`config.mk`:
```
export PLATFORM = sky130hd
export DESIGN_NAME = acsq_top
export DESIGN_NICKNAME = d
export VERILOG_FILES = /design/src/core/acsq_top.v /design/src/core/acsq_sync.v /design/src/core/acsq_list_scan.v
export VERILOG_INCLUDE_DIRS = /design/src /design/src/common
export SDC_FILE = /design/constraint.sdc
export NUM_CORES = 1
export LEC_CHECK = 0
export ABC_AREA = 1
export BUFFER_PORTS_ARGS = -buffer_cell sky130_fd_sc_hd__clkbuf_2
export CAP_MARGIN = 20
export CORE_ASPECT_RATIO = 0.8
export CORE_MARGIN = 2
export CORE_UTILIZATION = 60
export CTS_CLUSTER_DIAMETER = 200
export CTS_CLUSTER_SIZE = 16
export DETAILED_ROUTE_END_ITERATION = 12
export PLACE_DENSITY = 0.79
export SYNTH_ARGS = -nofsm -noshare
export SYNTH_HDL_FRONTEND = slang
export SYNTH_HIERARCHICAL = 1
export SYNTH_SLANG_ARGS = --single-unit
export TNS_END_PERCENT = 100
```
`constraint.sdc`:
```
create_clock -name clock -period 6.5 [get_ports clock]
set_clock_uncertainty 0.1 [all_clocks]
set_input_delay 0.65 -clock clock [delete_from_list [all_inputs] [get_ports clock]]
set_output_delay 0.65 -clock clock [all_outputs]
set_load 0.01 [all_outputs]
```
`src/common/acsq_defines.vh`:
```
// Constants for the converter channel sequencer and word formatter
`ifndef ACSQ_DEFINES_VH
`define ACSQ_DEFINES_VH

// Serial word geometry
`define ACSQ_WORD_BITS 16
`define ACSQ_CTRL_BITS 12
`define ACSQ_DATA_BITS 12

// Control word field positions (first bit shifted in is bit 11)
`define ACSQ_CW_WRITE 11
`define ACSQ_CW_AUTO 10
`define ACSQ_CW_ADDR_HI 8
`define ACSQ_CW_ADDR_LO 6
`define ACSQ_CW_PM_HI 5
`define ACSQ_CW_PM_LO 4
`define ACSQ_CW_LIST 3
`define ACSQ_CW_RANGE 1
`define ACSQ_CW_CODING 0

// Steps across the reference span per resolution
`define ACSQ_STEPS_8 256
`define ACSQ_STEPS_10 1024
`define ACSQ_STEPS_12 4096
`define ACSQ_RES_BITS 12

// Wishbone register byte offsets
`define ACSQ_REG_ENABLE 8'h00
`define ACSQ_REG_STATUS 8'h04
`define ACSQ_REG_LIST 8'h08
`define ACSQ_REG_WORD 8'h0C
`define ACSQ_REG_COUNT 8'h10

// Reset values
`define ACSQ_ENABLE_RST 1'b1
`define ACSQ_RANGE_RST 1'b1
`define ACSQ_CODING_RST 1'b1
`define ACSQ_PM_RST 2'h3

// Sequencing modes
`define ACSQ_MODE_SINGLE 2'h0
`define ACSQ_MODE_LIST 2'h1
`define ACSQ_MODE_RANGE 2'h2

`endif

```
`src/core/acsq_top.v`:
```
// Channel sequencer, control capture and result word formatter
//
// Register access over Wishbone and the register offsets are this design's own decisions.
`include "acsq_defines.vh"
module acsq_top #(
  parameter RES_BITS = `ACSQ_RES_BITS
) (
  // Clock and reset
  input wire clock,
  input wire rst,
  // Wishbone slave
  input wire wb_cyc_i,
  input wire wb_stb_i,
  input wire wb_we_i,
  input wire [7:0] wb_adr_i,
  input wire [3:0] wb_sel_i,
  input wire [31:0] wb_dat_i,
  output reg [31:0] wb_dat_o,
  output reg wb_ack_o,
  // Serial pins
  input wire cs_n,
  input wire sclk,
  input wire din,
  output reg dout,
  output reg dout_oe,
  // Converter core
  output reg conv_start,
  output reg [2:0] mux_sel,
  output reg span_double,
  output reg [1:0] power_mode,
  input wire [11:0] conv_code,
  input wire conv_done
);

  // Pin levels after synchronisation
  wire cs_n_s;
  wire sclk_s;
  wire din_s;
  reg cs_n_d;
  reg sclk_d;
  wire cs_fall;
  wire cs_rise;
  wire sclk_fall;

  // Transfer state
  reg active;
  reg [4:0] bit_cnt;
  reg [15:0] in_sr;
  reg [15:0] out_word;

  // Control state
  reg enable;
  reg [2:0] channel_addr_bits;
  reg auto_cycle_bit;
  reg list_select_bit;
  reg range_sel;
  reg coding_sel;
  reg [1:0] mode;
  reg list_pending;
  reg list_fresh;
  reg [15:0] chan_list;
  reg [3:0] list_pos;
  reg [2:0] range_chan;
  reg [2:0] range_last;
  reg [2:0] conv_chan;
  reg [15:0] xfer_count;

  // Next-value terms
  reg [2:0] next_chan;
  wire [3:0] scan_cur;
  wire [3:0] scan_nxt;
  wire scan_found;
  reg [11:0] ctrl_word;
  wire wb_hit;

  // Keeps the top RES_BITS of the code, low bits forced to zero
  function [11:0] acsq_format;
    input [11:0] code;
    input twos;
    reg [11:0] mask;
    begin
      mask = 12'hFFF << (12 - RES_BITS);
      acsq_format = code & mask;
      if (twos) begin
        acsq_format[11] = ~code[11];
      end
    end
  endfunction

  // List slot to channel number
  function [2:0] acsq_slot_chan;
    input [3:0] slot;
    begin
      acsq_slot_chan = slot[2:0];
    end
  endfunction

  // Pin synchronisers
  acsq_sync #(.RST_VAL(1'b1)) u_sync_cs (
    .clock(clock),
    .rst(rst),
    .pin(cs_n),
    .level(cs_n_s)
  );
  acsq_sync #(.RST_VAL(1'b0)) u_sync_sclk (
    .clock(clock),
    .rst(rst),
    .pin(sclk),
    .level(sclk_s)
  );
  acsq_sync #(.RST_VAL(1'b0)) u_sync_din (
    .clock(clock),
    .rst(rst),
    .pin(din),
    .level(din_s)
  );

  // List slot search
  acsq_list_scan u_scan (
    .list(chan_list),
    .cur(scan_cur),
    .nxt(scan_nxt),
    .found(scan_found)
  );

  // Fresh list searches from before slot 0
  assign scan_cur = list_fresh ? 4'hF : list_pos;

  // Edge detect on synchronised levels
  always @(posedge clock or posedge rst) begin
    if (rst) begin
      cs_n_d <= 1'b1;
      sclk_d <= 1'b0;
    end else begin
      cs_n_d <= cs_n_s;
      sclk_d <= sclk_s;
    end
  end

  assign cs_fall = cs_n_d & ~cs_n_s & enable;
  assign cs_rise = ~cs_n_d & cs_n_s;
  assign sclk_fall = sclk_d & ~sclk_s & active;

  // Channel for the conversion starting now
  always @* begin
    case (mode)
      `ACSQ_MODE_LIST: begin
        next_chan = scan_found ? acsq_slot_chan(scan_nxt)
                               : channel_addr_bits;
      end
      `ACSQ_MODE_RANGE: begin
        next_chan = range_chan;
      end
      default: begin
        next_chan = channel_addr_bits;
      end
    endcase
  end

  // Serial transfer: shift in, shift out, start conversion
  always @(posedge clock or posedge rst) begin
    if (rst) begin
      active <= 1'b0;
      bit_cnt <= 5'h00;
      in_sr <= 16'h0000;
      out_word <= 16'h0000;
      dout <= 1'b0;
      dout_oe <= 1'b0;
      conv_start <= 1'b0;
      mux_sel <= 3'h0;
      conv_chan <= 3'h0;
      xfer_count <= 16'h0000;
      ctrl_word <= 12'h000;
    end else begin
      conv_start <= 1'b0;
      if (cs_fall) begin
        active <= 1'b1;
        bit_cnt <= 5'h00;
        conv_start <= 1'b1;
        mux_sel <= next_chan;
        conv_chan <= next_chan;
        out_word <= {1'b0, next_chan, 12'h000};
        dout <= 1'b0;
        dout_oe <= 1'b1;
        xfer_count <= xfer_count + 16'h0001;
      end else if (cs_rise) begin
        active <= 1'b0;
        dout_oe <= 1'b0;
        dout <= 1'b0;
      end else if (sclk_fall) begin
        in_sr <= {in_sr[14:0], din_s};
        bit_cnt <= bit_cnt + 5'h01;
        ctrl_word <= (bit_cnt == 5'h0B) ? {in_sr[10:0], din_s} : ctrl_word;
        if (bit_cnt >= 5'h0F) begin
          dout_oe <= 1'b0;
          dout <= 1'b0;
        end else begin
          dout <= out_word[4'hE - bit_cnt[3:0]];
        end
      end
      if (conv_done && active) begin
        out_word[11:0] <= acsq_format(conv_code, coding_sel);
      end
    end
  end

  // Control word, list load and sequence stepping
  always @(posedge clock or posedge rst) begin
    if (rst) begin
      channel_addr_bits <= 3'h0;
      auto_cycle_bit <= 1'b0;
      list_select_bit <= 1'b0;
      range_sel <= `ACSQ_RANGE_RST;
      coding_sel <= `ACSQ_CODING_RST;
      power_mode <= `ACSQ_PM_RST;
      span_double <= ~`ACSQ_RANGE_RST;
      mode <= `ACSQ_MODE_SINGLE;
      list_pending <= 1'b0;
      list_fresh <= 1'b0;
      chan_list <= 16'h0000;
      list_pos <= 4'h0;
      range_chan <= 3'h0;
      range_last <= 3'h0;
    end else if (cs_fall) begin
      // Advance the list or range position after each conversion start
      if (mode == `ACSQ_MODE_LIST) begin
        list_fresh <= 1'b0;
        list_pos <= scan_nxt;
      end else if (mode == `ACSQ_MODE_RANGE) begin
        if (range_chan == range_last) begin
          range_chan <= 3'h0;
        end else begin
          range_chan <= range_chan + 3'h1;
        end
      end
    end else if (cs_rise && active) begin
      if (list_pending) begin
        if (bit_cnt >= 5'h10) begin
          chan_list <= in_sr;
          list_pending <= 1'b0;
          list_fresh <= 1'b1;
          mode <= `ACSQ_MODE_LIST;
        end
      end else if (bit_cnt >= 5'h0C && ctrl_word[`ACSQ_CW_WRITE]) begin
        channel_addr_bits <= ctrl_word[`ACSQ_CW_ADDR_HI:`ACSQ_CW_ADDR_LO];
        auto_cycle_bit <= ctrl_word[`ACSQ_CW_AUTO];
        list_select_bit <= ctrl_word[`ACSQ_CW_LIST];
        power_mode <= ctrl_word[`ACSQ_CW_PM_HI:`ACSQ_CW_PM_LO];
        range_sel <= ctrl_word[`ACSQ_CW_RANGE];
        span_double <= ~ctrl_word[`ACSQ_CW_RANGE];
        coding_sel <= ctrl_word[`ACSQ_CW_CODING];
        case ({ctrl_word[`ACSQ_CW_AUTO], ctrl_word[`ACSQ_CW_LIST]})
          2'b10: begin
            mode <= mode;
          end
          2'b01: begin
            mode <= `ACSQ_MODE_SINGLE;
            list_pending <= 1'b1;
          end
          2'b11: begin
            mode <= `ACSQ_MODE_RANGE;
            range_chan <= 3'h0;
            range_last <= ctrl_word[`ACSQ_CW_ADDR_HI:`ACSQ_CW_ADDR_LO];
          end
          default: begin
            mode <= `ACSQ_MODE_SINGLE;
          end
        endcase
      end
    end
  end

  // Wishbone slave: one wait state, ack drops after one cycle
  assign wb_hit = wb_cyc_i & wb_stb_i & ~wb_ack_o;

  always @(posedge clock or posedge rst) begin
    if (rst) begin
      wb_ack_o <= 1'b0;
      wb_dat_o <= 32'h00000000;
      enable <= `ACSQ_ENABLE_RST;
    end else begin
      wb_ack_o <= wb_hit;
      if (wb_ack_o && wb_cyc_i && wb_stb_i && wb_we_i &&
          wb_adr_i == `ACSQ_REG_ENABLE && wb_sel_i[0]) begin
        enable <= wb_dat_i[0];
      end
      if (wb_hit && !wb_we_i) begin
        case (wb_adr_i)
          `ACSQ_REG_ENABLE: begin
            wb_dat_o <= {31'h00000000, enable};
          end
          `ACSQ_REG_STATUS: begin
            wb_dat_o <= {10'h000, list_pending, list_fresh, mode,
                         range_last, range_chan, conv_chan,
                         power_mode, range_sel, coding_sel,
                         auto_cycle_bit, list_select_bit,
                         channel_addr_bits};
          end
          `ACSQ_REG_LIST: begin
            wb_dat_o <= {12'h000, list_pos, chan_list};
          end
          `ACSQ_REG_WORD: begin
            wb_dat_o <= {16'h0000, out_word};
          end
          `ACSQ_REG_COUNT: begin
            wb_dat_o <= {16'h0000, xfer_count};
          end
          default: begin
            wb_dat_o <= 32'h00000000;
          end
        endcase
      end else if (!wb_hit) begin
        wb_dat_o <= 32'h00000000;
      end
    end
  end

endmodule // acsq_top

```
`src/core/acsq_sync.v`:
```
// Two flip-flop synchroniser for one pin level
module acsq_sync #(
  parameter RST_VAL = 1'b0
) (
  // Clock and reset
  input wire clock,
  input wire rst,
  // Level in and out
  input wire pin,
  output reg level
);

  reg stage1;

  // Stage one is read only by stage two
  always @(posedge clock or posedge rst) begin
    if (rst) begin
      stage1 <= RST_VAL;
      level <= RST_VAL;
    end else begin
      stage1 <= pin;
      level <= stage1;
    end
  end

endmodule // acsq_sync

```
`src/core/acsq_list_scan.v`:
```
// Finds the next enabled slot of the 16-slot channel list
module acsq_list_scan (
  // List and current slot
  input wire [15:0] list,
  input wire [3:0] cur,
  // Next enabled slot after cur, cyclic
  output reg [3:0] nxt,
  output reg found
);

  integer i;
  reg [3:0] slot;

  // Slot 0 is list bit 15; first hit upward wins
  always @* begin
    nxt = cur;
    found = 1'b0;
    slot = 4'h0;
    for (i = 16; i >= 1; i = i - 1) begin
      slot = cur + i[3:0];
      if (list[4'hF - slot]) begin
        nxt = slot;
        found = 1'b1;
      end
    end
  end

endmodule // acsq_list_scan

```
# [Yosys cells after proc, flatten, opt, wreduce, memory -nomap -nowiden]
# Cells that the tools add are included.
[totals] regBits=150 out_inout_bits=42
[op_classes] n_addsub=35 order_cmp=20 eq_ne=19 mux=109 bitwise=16 reduce_logical=34
[ops] op="22-bit case mux with 5 select lines" count=1
[ops] op="4-bit by 5-bit < comparator with 1-bit output (second input constant)" count=17
[ops] op="1-bit binary-select mux with 4-bit select" count=17
[ops] op="4-bit subtractor (first input constant)" count=17
[ops] op="32-bit 2-to-1 mux" count=2
[ops] op="4-bit 2-to-1 mux" count=16
[ops] op="1-bit 2-to-1 mux" count=54
[ops] op="4-bit adder (second input constant)" count=8
[ops] op="3-bit 2-to-1 mux" count=9
[ops] op="12-bit 2-to-1 mux" count=2
[ops] op="2-bit nonzero test" count=9
[ops] op="16-bit by 1-bit adder with 16-bit output (second input constant)" count=1
[ops] op="4-bit by 3-bit adder with 4-bit output (second input constant)" count=4
[ops] op="8-bit by 4-bit equality test with 1-bit output (second input constant)" count=2
[ops] op="4-bit AND reduction" count=4
[ops] op="5-bit 2-to-1 mux" count=3
[ops] op="5-bit by 4-bit greater-or-equal comparator with 1-bit output (second input constant)" count=2
[ops] op="5-bit AND reduction" count=2
[ops] op="1-bit logical AND" count=9
[ops] op="1-bit NOT" count=9
[ops] op="4-bit by 2-bit adder with 4-bit output (second input constant)" count=2
[ops] op="8-bit by 3-bit equality test with 1-bit output (second input constant)" count=1
[ops] op="8-bit by 5-bit equality test with 1-bit output (second input constant)" count=1
[ops] op="8-bit zero test" count=1
[ops] op="19 further kinds" count=40

# [Depth between registers and ports, before layout]
# Gate-level depths: netlist (run 1).
[depth] word_depth=22 ltp_mapped=33 ltp_nobuf=32

# [Hierarchy]
# The synthesis (run 1) kept the hierarchy.
[modules_own_cells] mod="acsq_top" instances=1 cells_per_inst=775 area_per_inst_um2=6434.9 seq_area_each_um2=3310.7
[modules_own_cells] mod="acsq_list_scan" instances=1 cells_per_inst=338 area_per_inst_um2=1627.8 seq_area_each_um2=0.0
[modules_own_cells] mod="acsq_sync (u_sync_din ...)" instances=2 cells_per_inst=3 area_per_inst_um2=53.8 seq_area_each_um2=50.0
[modules_own_cells] mod="acsq_sync (u_sync_cs)" instances=1 cells_per_inst=3 area_per_inst_um2=56.3 seq_area_each_um2=52.6

# [Least setup slack after synthesis (run 1)]
# No wires, ideal clock.
[synth_timing] path_type="reg-to-reg" from="reg list_fresh" to="reg conv_chan[0]" setup_ns=0.130 arrival_time_ns=2.941 required_time_ns=6.270 path_slack_ns=3.328 path_stages_with_launch=29 path_buffers=2 period_less_slack_ns=3.172 path_cell_list="dfrtp_1 > inv_1 > nand2_1 > inv_2 > buf_2 > ha_1 > inv_1 > buf_2 > nand3_1 > nand3_1 > o21ai_2 > nand2_2 > nand2_4 > o21ai_1 > nor2_1 > nor2_1 > nor2_1 > o21bai_1 > nand2_1 > nand2_1 > nand2_1 > nand2_1 > nand3_1 > nand2_1 > inv_1 > nor2_1 > o21ai_0 > o211ai_1 > o21ai_0"
[synth_between] elab_chain_len=22 word_cells_on_any_way=97
[synth_lines] element="start: declaration" line="acsq_top.v:60" rtl="reg list_fresh;"
[synth_lines] element="start signal: assignment" line="acsq_top.v:219" rtl="list_fresh <= 1'b0;"
[synth_lines] element="start signal: assignment" line="acsq_top.v:227" rtl="list_fresh <= 1'b0;"
[synth_lines] element="start signal: assignment" line="acsq_top.v:241" rtl="list_fresh <= 1'b1;"
[synth_lines] element="4-bit 2-to-1 mux *" line="acsq_top.v:127" rtl="assign scan_cur = list_fresh ? 4'hF : list_pos;"
[synth_lines] element="net scan_cur[1]" line="acsq_top.v:70" rtl="wire [3:0] scan_cur;"
[synth_lines] element="4-bit adder" line="acsq_list_scan.v:20" rtl="slot = cur + i[3:0];"
[synth_lines] element="4-bit subtractor" line="acsq_list_scan.v:21" rtl="if (list[4'hF - slot]) begin"
[synth_lines] element="1-bit binary-select mux with 4-bit select" line="acsq_list_scan.v:21"
[synth_lines] element="1-bit 2-to-1 mux (not written as such)" line="acsq_list_scan.v:21"
[synth_lines] element="4-bit 2-to-1 mux (14 in a row)" line="acsq_list_scan.v:21"
[synth_lines] element="4-bit 2-to-1 mux *" line="acsq_list_scan.v:21"
[synth_lines] element="net scan_nxt[0]" line="acsq_top.v:71" rtl="wire [3:0] scan_nxt;"
[synth_lines] element="3-bit 2-to-1 mux *" line="acsq_top.v:148" rtl="next_chan = scan_found ? acsq_slot_chan(scan_nxt)"
[synth_lines] element="3-bit case mux with 2 select lines *" line="acsq_top.v:146" rtl="case (mode)"
[synth_lines] element="end signal: assignment" line="acsq_top.v:181" rtl="conv_chan <= next_chan;"
[synth_lines] element="end: declaration" line="acsq_top.v:65" rtl="reg [2:0] conv_chan;"
# The timed path passes the listed nets; every way through them passes the cells marked *. The select of a mux whose other input is x is not followed.
# A chain may end at the register's enable or synchronous reset.

# [Worst setup path after layout (run 1)]
[layout_timing] from="reg list_fresh" to="reg conv_chan[2]"
# The elaborated chain is that of the path after synthesis.

==> metrics, run 1 <==
I/O pins 107; flops & latches, synth between 100 and 150; max_cap viols 0; reg2reg setup slack 1.60 ns; total global routing overflow 0; Hold Path Class input port to asynchronous set/reset pin; ANT cells 0; status complete, no violations; largest cells by area after synthesis dfrtp_1 (40%), nand2_1 (16%), nand3_1 (9.4%), inv_1 (5.3%), o21ai_0 (5.2%); Setup WS post-layout 1.60 ns; Post-CTS Resized 0; Post-Synth XOR/XNOR Area 3.06%; vias in the first global route 7134; Setup Viol. Count Final 0; CTS Hold Bufs 0; Fillers 1126; Max clock buf depth 2; die footprint 14700 µm²; Adder-Cell Fraction of Synth Area 2.28%; initial drt markers roughly 1100; DRT antenna net count 0; CP Class flip-flop to flip-flop; period utilization 75.4%; initial antenna violation count 0; FF-to-FF path depth 24; Max FO, Critical Path 24; Multi-input gate area 4030 µm²; Synth Area in Simple Gates 30.5%; area grow syn2layout 11.5%; Synth async-reset ratio 100%; largest family of logic cells by synthesized area simple AND/OR/NAND/NOR gates; Die X 135 µm; minimum clock period between 4 and 5 ns; RSZ-0062 raised after global routing no; Startpoint Class flip-flop; H-tree depth 4; leakage ~4.7 nW; post-synth design cell area 8230 µm²; CP arrival 5.14 ns; Netlist cell types 43; Yosys top cell area share 39.5%; Placement Setup Slack between 1.5 and 2 ns; Site Rows 38; peak supply drop between 200 and 250 µV; synthesized area per cell 7.33 µm²; sequential fraction of the synthesis area between 40% and 50%; DR vias/cell 5.71; largest net degree at the start of global routing 78; Routed WL per cell 16.5 µm; CTS buffer count 17; Die Span Y 109 µm; final hold vios 0; most used flip-flop cell after synthesis dfrtp_1; pwr dens approximately 230 nW/µm²; DR DRC count 0; R2R Path Start list_fresh$_DFFE_PP0P_; Worst Tran Pin Value 0.968 ns; CP required 6.74 ns; nets 1247; Clock Sinks between 100 and 150; count leader, synth nand2_1; root buffer cell clkbuf_16; DR pass1 iterations 5; setup_tns 0 ns; leading area contributor after synthesis dfrtp_1; share of cells above drive strength 1 13.9%; YS warnings 6; mux cell area share after synthesis 0%; Core Region ~13000 µm²; Rel. slew slack 35.5%; Skew-Pair Late Insertion Delay between 0.4 and 0.5 ns; initial core utilization 61.1%; launch point of the worst path list_fresh$_DFFE_PP0P_; first-pass GRT wire length around 37000 µm; clk slew on worst S/H paths 0.06 ns; GRT Util Overall 32.3%; via count 7768; crit end category flip-flop; EDFF count, synth 0; Reg area 3460 µm²; Buffers on Ports 62; postcts setup bufs 0; FMAX 204 MHz; top cells by count, synth nand2_1 (346), nand3_1 (155), dfrtp_1 (130); R2R Path End conv_chan[2]$_DFFE_PP0P_; Synth Area in Compound Gates 12.6%; hpwl dp ~16000 µm; CTS tree built; Slew Limit Fails 0; Placer Congestion 0.951; Total Wirelength 22500 µm; post-synthesis cell count 1122
[through the flow]
| stage | area [µm²] | util, % | cells | hold WS (ns) | power, W |
|---|---|---|---|---|---|
| floorplan | 8260 | - | 1131 | 0.231 | 0.00105 |
| global placement | 8530 | 63.4 | 1327 | 0.242 | 0.00110 |
| global route | 9180 | 68.2 | 1360 | 0.0297 | 0.00217 |
| CTS | 9150 | 68.0 | 1359 | 0.0230 | 0.00210 |
| detailed placement | 8530 | 63.4 | 1327 | 0.237 | 0.00110 |
| finish | 9180 | 68.2 | 1360 | 0.0167 | 0.00210 |
[worst max-delay path: stages (launching register included)]
cell and delay [ns]:
dfrtp_1 0.32, inv_1 0.09, nand2_1 0.62, inv_2 0.34, ha_1 0.73, inv_1 0.41, nand3_1 0.19, nand2_1 0.09
o21ai_0 0.45, nand2_1 0.15, nand2_1 0.21, a21oi_1 0.06, nand2_1 0.07, nand2_1 0.04, nand2_1 0.05, nand2_1 0.05
nand2_1 0.05, nand2_1 0.05, nand2_1 0.06, nand2_1 0.06, a21oi_2 0.15, nor2_1 0.06, o21ai_0 0.19, o211ai_1 0.12
o21ai_0 0.09
[flip-flops by register name, indices dropped and copies added, names as in the netlist, 3 cells and up]
name,cells
in_sr,16
xfer_count,16
chan_list,16
out_word,12
bit_cnt,5
list_pos,4
range_last,3
wb_dat_o,22
ctrl_word,10
conv_chan,3
channel_addr_bits,3
range_chan,3
[how the worst max path moves through the flow]
stage | slack [ns] | cells after the start | to
after floorplan | 2.23 | 1 | active$_DFFE_PP0N_
after global placement | 1.81 | 24 | conv_chan[2]$_DFFE_PP0P_
after detailed placement | 1.80 | 24 | conv_chan[2]$_DFFE_PP0P_
after CTS | 1.78 | 24 | conv_chan[2]$_DFFE_PP0P_
after global routing | 1.06 | 25 | conv_chan[1]$_DFFE_PP0P_
final | 1.60 | 24 | conv_chan[2]$_DFFE_PP0P_
[placed cells by master (no fill, tap or decap), types with 2 or more instances in the layout]
| cell type | count |
|---|---|
| a21oi_1 | 38 |
| a21oi_2 | 2 |
| buf_4 | 4 |
| bufinv_16 | 3 |
| clkbuf_16 | 17 |
| clkbuf_2 | 62 |
| clkinvlp_4 | 2 |
| conb_1 | 10 |
| dfrtp_1 | 130 |
| dfstp_2 | 8 |
| ha_1 | 15 |
| inv_1 | 116 |
| inv_2 | 9 |
| inv_6 | 5 |
| inv_8 | 2 |
| nand2_1 | 346 |
| nand2_2 | 11 |
| nand3_1 | 155 |
| nand3_2 | 3 |
| nand4_1 | 5 |
| nor2_1 | 28 |
| nor2_2 | 9 |
| nor2_4 | 5 |
| nor3_1 | 5 |
| nor4_1 | 2 |
| o211ai_1 | 4 |
| o21a_1 | 2 |
| o21ai_0 | 86 |
| o21ai_1 | 34 |
| o21ai_2 | 12 |
| o21bai_1 | 2 |
| o22ai_1 | 5 |
| xnor2_1 | 9 |
| xor2_1 | 16 |
[metal layers]
layer | wire length (µm) | GRT usage (%) | part of all wire (%)
met5 | 0 | 0 | 0
met4 | 351 | 7.67 | 1.6
met3 | 2280 | 6.83 | 10
met2 | 9720 | 46.5 | 43
met1 | 10100 | 49.9 | 45
[report_power, final]
group | internal [W] | switching (W)
clock | 0.000615 | 0.000402
combinational | 0.0000452 | 0.0000954
sequential | 0.000901 | 0.0000457
[cell families (layout without fill, tap and decap cells)]
family          count (synthesis)  after routing
xor+xnor                       27             27
other cells                     1             10
simple gates                  575            575
compound gates                189            189
flops                         138            138
buf+inv                       177            226
fa+ha+maj                      15             15
[layout make-up]
cell class | count | share of cell area (%)
Timing Repair Buffer | 67 | 4.01
Multi-Input combinational cell | 816 | 43.9
Sequential cell | 138 | 37.7
Tap cell | 180 | 2.45
Clock buffer | 18 | 4.68
Clock inverter | 14 | 2.02
Inverter | 127 | 5.22
Power figures use the tool's default switching activity.
==> inputs of run 2 (changes only) <==
CORE_UTILIZATION = 53   (was 60)
PLACE_DENSITY = 0.74   (was 0.79)
clock period = 4.34 ns   (was 6.5 ns; I/O delays follow)
==> run 2 against run 1 <==
Net effect:
- worst hold slack got worse by 0.0073 ns
- cell area grew 1.0%
- via count is 1.3% lower
- sequential power up 50%
- critical path depth decreased by 5
- worst setup slack lost 1.3 ns
- total power is 47% higher
- count of clock-buffer cells in the layout is the same
- register-to-register slack lost 1.3 ns
- fmax grew 22%
==> metrics, run 2 (same netlist as run 1, synthesis figures left out) <==
Setup WS post-layout 0.324 ns; CP Class flip-flop to flip-flop; Placement Setup Slack approximately 0.56 ns; CTS Hold Bufs 2; clk slew on worst S/H paths 0.07 ns; launch point of the worst path list_fresh$_DFFE_PP0P_; root buffer cell clkbuf_16; Hold Path Class input port to flip-flop; DR pass1 iterations 6; CP required 4.58 ns; Total Wirelength 22200 µm; max reg flops 22; max_cap viols 0; I/O pins 107; initial core utilization a little over half; Fillers 1389; Core Region between 15000 and 20000 µm²; first-pass GRT wire length 36600 µm; die footprint roughly 17000 µm²; total chip power 0.00308 W; via count approximately 7700; area grow syn2layout 12.6%; vias in the first global route 7095; Post-CTS Resized 0; Site Rows 40; most frequent cells in the layout nand2_1 (346), nand3_1 (155), dfrtp_1 (130); CTS buffer count 17; final instance area 9270 µm²; ANT cells 0; commonest non-fill, non-tap cell in the layout nand2_1; Setup Viol. Count Final 0; Worst Setup EP conv_chan[1]$_DFFE_PP0P_; Die Span Y 115 µm; hold depth 1; final hold slack between 0.009 and 0.01 ns; CP arrival 4.25 ns; final hold vios 0; crit end category flip-flop; GRT Util Overall about 29%; Slew Limit Fails 0; H-tree depth 4; DR vias/cell 5.48; dpl cell area 8620 µm²; total global routing overflow 0; share of cells above drive strength 1 14.5%; R2R Path Start list_fresh$_DFFE_PP0P_; DR DRC count 0; nets 1256; FF-to-FF path depth 19; Placer Congestion 0.928; hpwl dp ~16000 µm; reg2reg setup slack 0.32 ns; CTS tree built; Skew-Pair Late Insertion Delay roughly 0.43 ns; Clock Sinks 138; Biggest register wb_dat_o; Die X 143 µm; R2R Path End conv_chan[1]$_DFFE_PP0P_; Startpoint Class flip-flop; leakage between 4 and 5 nW; DRT antenna net count 0; peak supply drop 347 µV; Buffers on Ports between 60 and 70; FMAX 249 MHz; largest net degree at the start of global routing 82; period utilization 92.5%; pwr dens ~330 nW/µm²; status complete, no violations; Max clock buf depth 2; Rel. slew slack 53.1%; setup_tns 0 ns; Worst Tran Pin Value 0.703 ns; Routed WL per cell approximately 16 µm; postcts setup bufs 0; RSZ-0062 raised after global routing no; initial antenna violation count 0; minimum clock period around 4.0 ns; Max FO, Critical Path 18; initial drt markers 959
run 2: cell count changes in the layout (fill, tap and decap cells not counted), sizes merged:
cell / previous run / this run
buf: 5 / 12
clkinv: 3 / 2
dlygate4sd3: 0 / 2
inv: 133 / 136
bufinv: 3 / 1
run 2: metal layers:
layer  part of all wire (%)  global-route usage (%)  routed length [µm]
met5                      0                       0                   0
met4                    1.6                    8.37                 350
met3                    9.8                    6.45                2190
met2                     41                    40.7                9140
met1                     47                    44.0               10600
run 2: cell type report:
type	count	area, µm²	area share [%]
Clock buffer	18	439	4.74
Clock inverter	14	149	1.61
Inverter	127	479	5.17
Multi-Input combinational cell	816	4030	43.4
Tap cell	210	263	2.84
Timing Repair Buffer	76	448	4.83
Sequential cell	138	3460	37.4
run 2: worst min path at each step:
stage	from	endpoint
after floorplan	rst	u_sync_din/level$_DFF_PP0_
after global placement	rst	u_sync_din/stage1$_DFF_PP0_
after detailed placement	rst	u_sync_sclk/stage1$_DFF_PP0_
after CTS	sclk	u_sync_sclk/stage1$_DFF_PP0_
after global routing	sclk	u_sync_sclk/stage1$_DFF_PP0_
final	sclk	u_sync_sclk/stage1$_DFF_PP0_
run 2: worst max-delay path, cell delays in order, from the launching register on:
cell	delay, ns
dfrtp_1	0.36
inv_1	0.15
nand2_1	0.11
inv_2	0.27
ha_1	0.30
inv_1	0.40
nand3_1	0.19
nand3_1	0.12
o21ai_0	0.24
nand2_1	0.18
nand2_1	0.21
nor2_1	0.14
nand3_1	0.07
nor4_1	0.21
nand4_1	0.24
inv_1	0.16
nor2_1	0.06
o21ai_0	0.20
o211ai_1	0.11
o21ai_0	0.09
run 2: metrics by stage:
step / utilization [%] / std cells
finish: 61.3 / 1399
global route: 61.3 / 1399
CTS: 61.0 / 1397
detailed placement: 57.0 / 1363
global placement: 57.0 / 1363
floorplan: - / 1131
run 2: where the power goes:
part	leakage (nW)	internal, W	switching (W)
clock	0.285	0.000829	0.000623
combinational	2.57	0.0000723	0.000141
sequential	1.86	0.00135	0.0000685
total	4.71	0.00225	0.000833
